### config.mk
export PLATFORM = sky130hd
export DESIGN_NAME = link_event_interrupt_routing
export DESIGN_NICKNAME = d
export VERILOG_FILES = /design/src/core/link_irq_pkg.sv /design/src/core/event_action_decode.sv /design/src/core/link_event_interrupt_routing.sv
export SDC_FILE = /design/constraint.sdc
export NUM_CORES = 1
export LEC_CHECK = 0
export ABC_AREA = 1
export BUFFER_PORTS_ARGS = -buffer_cell sky130_fd_sc_hd__buf_2
export CAP_MARGIN = 20
export CORE_MARGIN = 5
export CORE_UTILIZATION = 44
export DETAILED_ROUTE_END_ITERATION = 12
export PLACE_DENSITY = 0.66
export SLEW_MARGIN = 10
export SYNTH_ARGS = -nofsm -noshare
export SYNTH_HDL_FRONTEND = slang
export SYNTH_HIERARCHICAL = 1
export SYNTH_SLANG_ARGS = --single-unit
### constraint.sdc
create_clock -name ref_clk -period 2.6 [get_ports ref_clk]
set_input_delay 0.13 -clock ref_clk [delete_from_list [all_inputs] [get_ports ref_clk]]
set_output_delay 0.13 -clock ref_clk [all_outputs]
set_load 0.05 [all_outputs]
### src/core/link_irq_pkg.sv
// Package for the link event interrupt routing block.
// Assumes an AXI4-Lite register slave with 32-bit data and byte addresses.
package link_irq_pkg;
    // ------------------------------------------------------------
    // Register offsets
    // ------------------------------------------------------------
    localparam logic [11:0] BRIDGE_CONFIG_RESERVED_OFS = 12'h200;  // Reserved RW word
    localparam logic [11:0] LINK_EVENT_IRQ_CONTROL_OFS = 12'h210;  // Action fields
    localparam logic [11:0] EXT_CAP_HEADER_OFS         = 12'h100;  // All-zero header
    localparam logic [11:0] IRQ_ENABLES_OFS            = 12'h214;  // MSI enable, INTx disable

    // ------------------------------------------------------------
    // Field layout and reset values
    // ------------------------------------------------------------
    localparam int          ACTION_WIDTH    = 3;                   // Bits per action field
    localparam int          EVENT_COUNT     = 6;                   // Up/down for three ports
    localparam logic [31:0] CONTROL_RESET   = 32'h0000_0000;       // All fields disabled
    localparam logic [31:0] RESERVED_RESET  = 32'h0000_0000;
    localparam logic [31:0] EXT_CAP_VALUE   = 32'h0000_0000;       // Id, version, next all zero
    localparam int          MSI_ENABLE_BIT  = 0;                   // In enables word
    localparam int          INTX_DISABLE_BIT = 1;                  // In enables word

    // ------------------------------------------------------------
    // Action encodings
    // ------------------------------------------------------------
    localparam logic [2:0] ACT_DISABLED = 3'h0;
    localparam logic [2:0] ACT_MSI      = 3'h1;
    localparam logic [2:0] ACT_INTA     = 3'h2;
    localparam logic [2:0] ACT_INTD     = 3'h5;

    // AXI responses
    localparam logic [1:0] RESP_OKAY   = 2'h0;
    localparam logic [1:0] RESP_SLVERR = 2'h2;
endpackage

### src/core/event_action_decode.sv
// One link event: decodes its action field and watches its status bit.
// Assumes the status bit is synchronous to ref_clk.
`timescale 1ns/100ps
module event_action_decode (
    input  wire logic       ref_clk,
    input  wire logic       sys_rst,
    input  wire logic [2:0] action,       // Action code for this event
    input  wire logic       statusBit,    // Event status level
    output logic            msiReq,       // One-cycle MSI request
    output logic [3:0]      intxAssert,   // One-cycle assert per INTA..INTD
    output logic [3:0]      intxNegate    // One-cycle negate per INTA..INTD
);
    // ------------------------------------------------------------
    // Edge detection of the status bit
    // ------------------------------------------------------------
    logic statusLast;        // Status seen last cycle
    logic next_statusLast;

    always_comb begin
        next_statusLast = statusBit;
    end

    always_ff @(posedge ref_clk) begin
        if (sys_rst) begin
            statusLast <= 1'b0;
        end else begin
            statusLast <= next_statusLast;
        end
    end

    // ------------------------------------------------------------
    // Action decode, combinational
    // ------------------------------------------------------------
    always_comb begin
        logic       rise;
        logic       fall;
        logic [2:0] lane;
        rise       = statusBit & ~statusLast;
        fall       = ~statusBit & statusLast;
        lane       = 3'h0;
        msiReq     = 1'b0;
        intxAssert = 4'h0;
        intxNegate = 4'h0;
        // Codes above INTD fall through as disabled, so no stray traffic
        if (action == link_irq_pkg::ACT_MSI) begin
            msiReq = rise;
        end else if (action >= link_irq_pkg::ACT_INTA &&
                     action <= link_irq_pkg::ACT_INTD) begin
            lane = action - link_irq_pkg::ACT_INTA;
            intxAssert[lane[1:0]] = rise;
            intxNegate[lane[1:0]] = fall;
        end
    end
endmodule

### src/core/link_event_interrupt_routing.sv
// Link event interrupt routing: action registers, AXI4-Lite slave, message requests.
// Assumes event status levels and all AXI signals are synchronous to ref_clk.
//
// How it works
// - Code 0 masks, 1 MSI, 2-5 INTA-INTD.
// - MSI only while MSI enable set.
// - INTx messages suppressed while interrupt-disable set.
// - Act on set; INTx also negates on clear.
// - Fields at 2:0, 5:3, 8:6, reset zero.
// - Extended capability header reads all zeros.
// - Further fields at 11:9, 14:12, 17:15.
`timescale 1ns/100ps
module link_event_interrupt_routing (
    input  wire logic        ref_clk,
    input  wire logic        sys_rst,
    // Event status, one bit per event: A up, A down, B up, B down, C up, C down
    input  wire logic [5:0]  eventStatus,
    // AXI4-Lite slave
    input  wire logic [11:0] s_axi_awaddr,
    input  wire logic        s_axi_awvalid,
    output logic             s_axi_awready,
    input  wire logic [31:0] s_axi_wdata,
    input  wire logic [3:0]  s_axi_wstrb,
    input  wire logic        s_axi_wvalid,
    output logic             s_axi_wready,
    output logic [1:0]       s_axi_bresp,
    output logic             s_axi_bvalid,
    input  wire logic        s_axi_bready,
    input  wire logic [11:0] s_axi_araddr,
    input  wire logic        s_axi_arvalid,
    output logic             s_axi_arready,
    output logic [31:0]      s_axi_rdata,
    output logic [1:0]       s_axi_rresp,
    output logic             s_axi_rvalid,
    input  wire logic        s_axi_rready,
    // Message requests toward the upstream link
    output logic             msiSend,       // One-cycle MSI request
    output logic [3:0]       intxAssertMsg, // One-cycle assert, bit 0 = INTA
    output logic [3:0]       intxNegateMsg  // One-cycle negate, bit 0 = INTA
);
    localparam int N = link_irq_pkg::EVENT_COUNT;
    localparam int W = link_irq_pkg::ACTION_WIDTH;

    // ------------------------------------------------------------
    // Register state
    // ------------------------------------------------------------
    logic [31:0] controlReg;        // Action fields
    logic [31:0] reservedReg;       // Reserved scratch word
    logic [1:0]  enablesReg;        // MSI enable and INTx disable
    logic [11:0] awAddr;            // Latched write address
    logic        awHeld;
    logic [31:0] wData;             // Latched write data
    logic [3:0]  wStrb;
    logic        wHeld;
    logic [31:0] next_controlReg;
    logic [31:0] next_reservedReg;
    logic [1:0]  next_enablesReg;
    logic [11:0] next_awAddr;
    logic        next_awHeld;
    logic [31:0] next_wData;
    logic [3:0]  next_wStrb;
    logic        next_wHeld;
    logic        next_bvalid;
    logic [1:0]  next_bresp;
    logic        next_rvalid;
    logic [31:0] next_rdata;
    logic [1:0]  next_rresp;

    // Byte-lane merge of write data into a word
    function automatic logic [31:0] mergeBytes(input logic [31:0] old,
                                               input logic [31:0] data,
                                               input logic [3:0]  strb);
        logic [31:0] res;
        res = old;
        for (int i = 0; i < 4; i++) begin
            if (strb[i]) begin
                res[i*8 +: 8] = data[i*8 +: 8];
            end
        end
        return res;
    endfunction

    // ------------------------------------------------------------
    // Bus slave next state
    // ------------------------------------------------------------
    // Address and data are accepted independently; response once both held
    always_comb begin
        logic doWrite;
        doWrite          = 1'b0;
        next_controlReg  = controlReg;
        next_reservedReg = reservedReg;
        next_enablesReg  = enablesReg;
        next_awAddr      = awAddr;
        next_awHeld      = awHeld;
        next_wData       = wData;
        next_wStrb       = wStrb;
        next_wHeld       = wHeld;
        next_bvalid      = s_axi_bvalid;
        next_bresp       = s_axi_bresp;
        next_rvalid      = s_axi_rvalid;
        next_rdata       = s_axi_rdata;
        next_rresp       = s_axi_rresp;
        // Capture channels
        if (s_axi_awvalid && s_axi_awready) begin
            next_awAddr = s_axi_awaddr;
            next_awHeld = 1'b1;
        end
        if (s_axi_wvalid && s_axi_wready) begin
            next_wData = s_axi_wdata;
            next_wStrb = s_axi_wstrb;
            next_wHeld = 1'b1;
        end
        // Commit a write once both halves are in and no response pending
        if (awHeld && wHeld && !s_axi_bvalid) begin
            doWrite     = 1'b1;
            next_awHeld = 1'b0;
            next_wHeld  = 1'b0;
            next_bvalid = 1'b1;
            next_bresp  = link_irq_pkg::RESP_OKAY;
        end
        if (doWrite) begin
            case ({awAddr[11:2], 2'h0})
                link_irq_pkg::LINK_EVENT_IRQ_CONTROL_OFS: begin
                    // Upper bits above the fields stay zero
                    next_controlReg = mergeBytes(controlReg, wData, wStrb)
                                      & 32'h0003_ffff;
                end
                link_irq_pkg::BRIDGE_CONFIG_RESERVED_OFS: begin
                    next_reservedReg = mergeBytes(reservedReg, wData, wStrb);
                end
                link_irq_pkg::IRQ_ENABLES_OFS: begin
                    if (wStrb[0]) begin
                        next_enablesReg = wData[1:0];
                    end
                end
                link_irq_pkg::EXT_CAP_HEADER_OFS: begin
                    // Read-only, write dropped
                end
                default: begin
                    next_bresp = link_irq_pkg::RESP_SLVERR;
                end
            endcase
        end
        if (s_axi_bvalid && s_axi_bready) begin
            next_bvalid = 1'b0;
        end
        // Read: answer one cycle after the address is taken
        if (s_axi_arvalid && s_axi_arready) begin
            next_rvalid = 1'b1;
            next_rresp  = link_irq_pkg::RESP_OKAY;
            case ({s_axi_araddr[11:2], 2'h0})
                link_irq_pkg::LINK_EVENT_IRQ_CONTROL_OFS: next_rdata = controlReg;
                link_irq_pkg::BRIDGE_CONFIG_RESERVED_OFS: next_rdata = reservedReg;
                link_irq_pkg::IRQ_ENABLES_OFS: next_rdata = {30'h0, enablesReg};
                link_irq_pkg::EXT_CAP_HEADER_OFS: begin
                    next_rdata = link_irq_pkg::EXT_CAP_VALUE;
                end
                default: begin
                    next_rdata = 32'h0000_0000;
                    next_rresp = link_irq_pkg::RESP_SLVERR;
                end
            endcase
        end else if (s_axi_rvalid && s_axi_rready) begin
            next_rvalid = 1'b0;
        end
    end

    // Ready terms registered so every output comes from a flip-flop
    logic next_awready;
    logic next_wready;
    logic next_arready;

    always_comb begin
        next_awready = !next_awHeld;
        next_wready  = !next_wHeld;
        // One read at a time; ready drops while the answer is pending
        next_arready = !next_rvalid;
    end

    always_ff @(posedge ref_clk) begin
        if (sys_rst) begin
            controlReg    <= link_irq_pkg::CONTROL_RESET;
            reservedReg   <= link_irq_pkg::RESERVED_RESET;
            enablesReg    <= 2'h0;
            awAddr        <= 12'h000;
            awHeld        <= 1'b0;
            wData         <= 32'h0000_0000;
            wStrb         <= 4'h0;
            wHeld         <= 1'b0;
            s_axi_awready <= 1'b0;
            s_axi_wready  <= 1'b0;
            s_axi_arready <= 1'b0;
            s_axi_bvalid  <= 1'b0;
            s_axi_bresp   <= link_irq_pkg::RESP_OKAY;
            s_axi_rvalid  <= 1'b0;
            s_axi_rdata   <= 32'h0000_0000;
            s_axi_rresp   <= link_irq_pkg::RESP_OKAY;
        end else begin
            controlReg    <= next_controlReg;
            reservedReg   <= next_reservedReg;
            enablesReg    <= next_enablesReg;
            awAddr        <= next_awAddr;
            awHeld        <= next_awHeld;
            wData         <= next_wData;
            wStrb         <= next_wStrb;
            wHeld         <= next_wHeld;
            s_axi_awready <= next_awready;
            s_axi_wready  <= next_wready;
            s_axi_arready <= next_arready;
            s_axi_bvalid  <= next_bvalid;
            s_axi_bresp   <= next_bresp;
            s_axi_rvalid  <= next_rvalid;
            s_axi_rdata   <= next_rdata;
            s_axi_rresp   <= next_rresp;
        end
    end

    // ------------------------------------------------------------
    // Per-event decoders
    // ------------------------------------------------------------
    logic [N-1:0] evMsi;            // MSI request per event
    logic [3:0]   evAssert [N];     // Assert lanes per event
    logic [3:0]   evNegate [N];     // Negate lanes per event

    for (genvar e = 0; e < N; e++) begin : g_event
        event_action_decode u_decode (
            .ref_clk    (ref_clk),
            .sys_rst    (sys_rst),
            .action     (controlReg[e*W +: W]),
            .statusBit  (eventStatus[e]),
            .msiReq     (evMsi[e]),
            .intxAssert (evAssert[e]),
            .intxNegate (evNegate[e])
        );
    end

    // ------------------------------------------------------------
    // Gating and merge of message requests
    // ------------------------------------------------------------
    logic       next_msiSend;
    logic [3:0] next_intxAssert;
    logic [3:0] next_intxNegate;

    // Simultaneous events on one lane merge into a single message
    always_comb begin
        logic [3:0] a;
        logic [3:0] n;
        a = 4'h0;
        n = 4'h0;
        for (int e = 0; e < N; e++) begin
            a = a | evAssert[e];
            n = n | evNegate[e];
        end
        next_msiSend    = (|evMsi) & enablesReg[link_irq_pkg::MSI_ENABLE_BIT];
        next_intxAssert = enablesReg[link_irq_pkg::INTX_DISABLE_BIT] ? 4'h0 : a;
        next_intxNegate = enablesReg[link_irq_pkg::INTX_DISABLE_BIT] ? 4'h0 : n;
    end

    always_ff @(posedge ref_clk) begin
        if (sys_rst) begin
            msiSend       <= 1'b0;
            intxAssertMsg <= 4'h0;
            intxNegateMsg <= 4'h0;
        end else begin
            msiSend       <= next_msiSend;
            intxAssertMsg <= next_intxAssert;
            intxNegateMsg <= next_intxNegate;
        end
    end

    // ------------------------------------------------------------
    // Assertions
    // ------------------------------------------------------------
    a_msi_gated: assert property (@(posedge ref_clk) disable iff (sys_rst)
        msiSend |-> $past(enablesReg[link_irq_pkg::MSI_ENABLE_BIT]))
        else $error("MSI sent while disabled");
    a_intx_gated: assert property (@(posedge ref_clk) disable iff (sys_rst)
        (intxAssertMsg != 4'h0 || intxNegateMsg != 4'h0)
        |-> !$past(enablesReg[link_irq_pkg::INTX_DISABLE_BIT]))
        else $error("INTx sent while disabled");
    a_msi_rise: assert property (@(posedge ref_clk) disable iff (sys_rst)
        (eventStatus[0] && !$past(eventStatus[0]) && controlReg[2:0] == 3'h1
         && enablesReg == 2'h1) |=> msiSend)
        else $error("MSI missing on link up");
    a_inta_fall: assert property (@(posedge ref_clk) disable iff (sys_rst)
        (!eventStatus[1] && $past(eventStatus[1]) && controlReg[5:3] == 3'h2
         && $stable(controlReg) && !enablesReg[1]) |=> intxNegateMsg[0])
        else $error("INTA negate missing");
    a_reserved_quiet: assert property (@(posedge ref_clk) disable iff (sys_rst)
        (controlReg == 32'h0003_ffff && $stable(controlReg)) |=> !msiSend
        && intxAssertMsg == 4'h0)
        else $error("Reserved code sent a message");
    a_ext_cap_zero: assert property (@(posedge ref_clk) disable iff (sys_rst)
        (s_axi_arvalid && s_axi_arready
         && s_axi_araddr == link_irq_pkg::EXT_CAP_HEADER_OFS)
        |=> s_axi_rvalid && s_axi_rdata == 32'h0000_0000)
        else $error("Capability header not zero");
    a_ctrl_upper_zero: assert property (@(posedge ref_clk) disable iff (sys_rst)
        controlReg[31:18] == 14'h0)
        else $error("Control bits above fields set");
    a_disabled_quiet: assert property (@(posedge ref_clk) disable iff (sys_rst)
        (controlReg == 32'h0 && $past(controlReg) == 32'h0) |=> !msiSend
        && intxAssertMsg == 4'h0 && intxNegateMsg == 4'h0)
        else $error("Disabled event sent a message");
endmodule

==> flow_summary.ini <==
[status]
status = finished, final reports clean

[routing]
drt-total-wl_um = 17400
avgRoutedWirePerCell_um = 13.7
postRouteAntennaNets = 0
drt_iter0_drc = 525
drt_pass1_iterations = 5
drc = 0
viasPerCell = 4.90
via_count = 6224

[synthesis]
yosys-mux-area-fraction = 0
syn_area_per_cell_um2 = 7.18
syn_area_um2 = 6620
synth_async_sr_flop_share = 0
netlist_instances = 922
seq_area_frac_synth = 0.468
synth_top_cell_by_area = dfxtp_1
synth-simple-area-share = 0.325
synth_top_cell_area_share = 0.468
synthAdderAreaFrac = 0
yosysWarningCount = 6
ys_top_cells_by_count = 219 x nor2_1, 161 x nand2_1, 155 x dfxtp_1, 76 x o21ai_0, 61 x nand3_1
synth_top_family_by_area = simple AND/OR/NAND/NOR gates
synthXorXnorAreaFrac = 0
yosys.cell_types.count = 36
synth.most_common_cell = nor2_1
synth_area_leaders = dfxtp_1 47%, nor2_1 12%, nand2_1 9.1%
synthFlopType = dfxtp_1
synth-edff-count = 0
synth_seq_cells = 155
synth_nets = 995
synth_compound_area_frac = 0.138

[worst_setup_path]
critPathKind = reg -> reg
cp-start-kind = flop
critPathMaxFanout = 18
crit_required_ns = 2.91
arrival_ns = 1.99
critPathCaptureType = flop

[pwr]
ir_worst_vdd_mv = 0.506
leakagePower_nw = 3.74
powerDensity_nw_per_um2 = 666

[finish]
area_growth_pct = 27.1
multi_input_area_um2 = 3070
drive_above_1_share = 0.203
fin_area_um2 = 8420
nFillCells = 1421
num_antenna_cells = 0
seq_area_um2 = 3100
fin_nets = 1148

[timing]
fin_skew_ns = 0.00668
max_freq_mhz = 595
post-route-period-util = 0.647
tightest_slew_ns = 0.734
drv_slew = 0
setup_tns_ns = 0
period_needed_ns = 1.68
max_slew_margin = 0.511
rsz0062_at_grt = no
setup_viol = 0
finalHoldViolations = 0

[clocking]
cts_hold_buf = 49
clk_latency_ns = 0.42
post_cts_resized = 0
cts_setup_buffers = 0
cts_tree = built
numCtsBuffers = 17
htreeDepth = 4
cts_buffer_depth = 2
cts.sinks = 155
root_buffer = clkbuf_16
clk_pin_slew_worst_paths_ns = 0.06

[floorplan]
core-area_um2 = 14600
die_x_um = 133
die-area_um2 = 17600
rows = 44
initial_utilization = 0.452
die_h_um = 133
io_pins = 123

[job]
cap_violations = 0

[grt]
antenna_found_initial = 0
grt_busiest_layer = met2
grt_use_met3 = 0.0372
grt_pass1_vias = 5962
grt_max_degree = 58
grt_pass1_wl_um = 28700
grt_use_total = 0.200
grt_remaining_overflow = 0
use_met1 = 0.263
met2_usage = 0.333

[hold_path]
min_path_type = in -> reg

[placed_design]
port-buffer-count = 117
gp_congestion = 0.846
dp_hpwl_um = 12000
dpl_cell_area_um2 = 7310
[sequential cells by signal (all words and copies together), names as in the netlist, 2 cells and up, named ones only]
register / count
wStrb: 4
g_event.u_decode/statusLast: 6
awAddr: 10
reservedReg: 32
intxNegateMsg: 4
enablesReg: 2
s_axi_rdata: 32
controlReg: 18
wData: 32
intxAssertMsg: 4
[cells in the final DEF, fill, tap and decap left out, types with 2 or more instances in the layout]
master         instances
nor2_1               219
nand2_1              161
dfxtp_1              155
buf_2                117
o21ai_0               76
nand3_1               61
inv_1                 54
a21oi_1               50
dlygate4sd3_1         49
clkbuf_16             17
a21oi_2               16
o21ai_1               14
nand2_2               13
nor2_2                11
inv_2                 10
nand4_1               10
nor2_4                 8
o31ai_1                7
buf_4                  6
inv_6                  4
bufinv_16              4
nand2_4                2
nor2_8                 2
nor3_1                 2
clkinvlp_4             2
clkinv_4               2
[path summary, 6_finish.rpt]
check / start / end / slack (ns) / cells after the start
min reg2reg: s_axi_bresp[0] / s_axi_bresp[0] / 0.45 / 2
min: s_axi_wdata[1] / wData[1] / 0.01 / 3
max: awHeld / reservedReg[9] / 0.92 / 7
max reg2reg: awHeld / reservedReg[9] / 0.92 / 7
[critical path, cell delays in order, from the launching register on]
cell and delay [ns]:
dfxtp_1 0.33, nand2_1 0.08, nor2_4 0.35, nand2_1 0.23, nor2_4 0.28, inv_2 0.13
nor2_1 0.12, nor2_1 0.06
[metrics by stage]
step	power [mW]	std cells	hold WS [ns]	worst slack (ns)	util
2_1_floorplan	2.86	922	0.202	1.04	-
3_3_place_gp	2.99	1191	0.317	0.914	0.499
3_5_place_dp	3.00	1191	0.323	0.903	0.499
4_1_cts	5.65	1270	0.00000860	0.891	0.575
5_1_grt	5.81	1270	0.0382	0.681	0.575
6_report	5.61	1270	0.0133	0.919	0.575
[final cells by class]
cell class / instances / share of cell area
Tap cell: 184 / 0.0273
Timing Repair Buffer: 173 / 0.136
Inverter: 67 / 0.0303
Sequential cell: 155 / 0.369
Clock inverter: 12 / 0.0223
Clock buffer: 18 / 0.0510
Multi-Input combinational cell: 661 / 0.365
[report_power, final]
group	internal, mW	switching (mW)
Clock	1.61	0.995
Combinational	0.180	0.310
Sequential	2.46	0.0544
[cells by family (layout without fill, tap and decap cells)]
family,Yosys count,after routing
flops,155,155
other cells,1,1
buf+inv,106,270
compound gates,166,166
simple gates,494,494
[per-layer routing]
layer / routed length, um / share of wire
met4: 190 / 0.011
met2: 8170 / 0.47
met5: 0 / 0
met1: 8210 / 0.47
met3: 792 / 0.046
No activity file was read; power rests on OpenSTA's default activity.
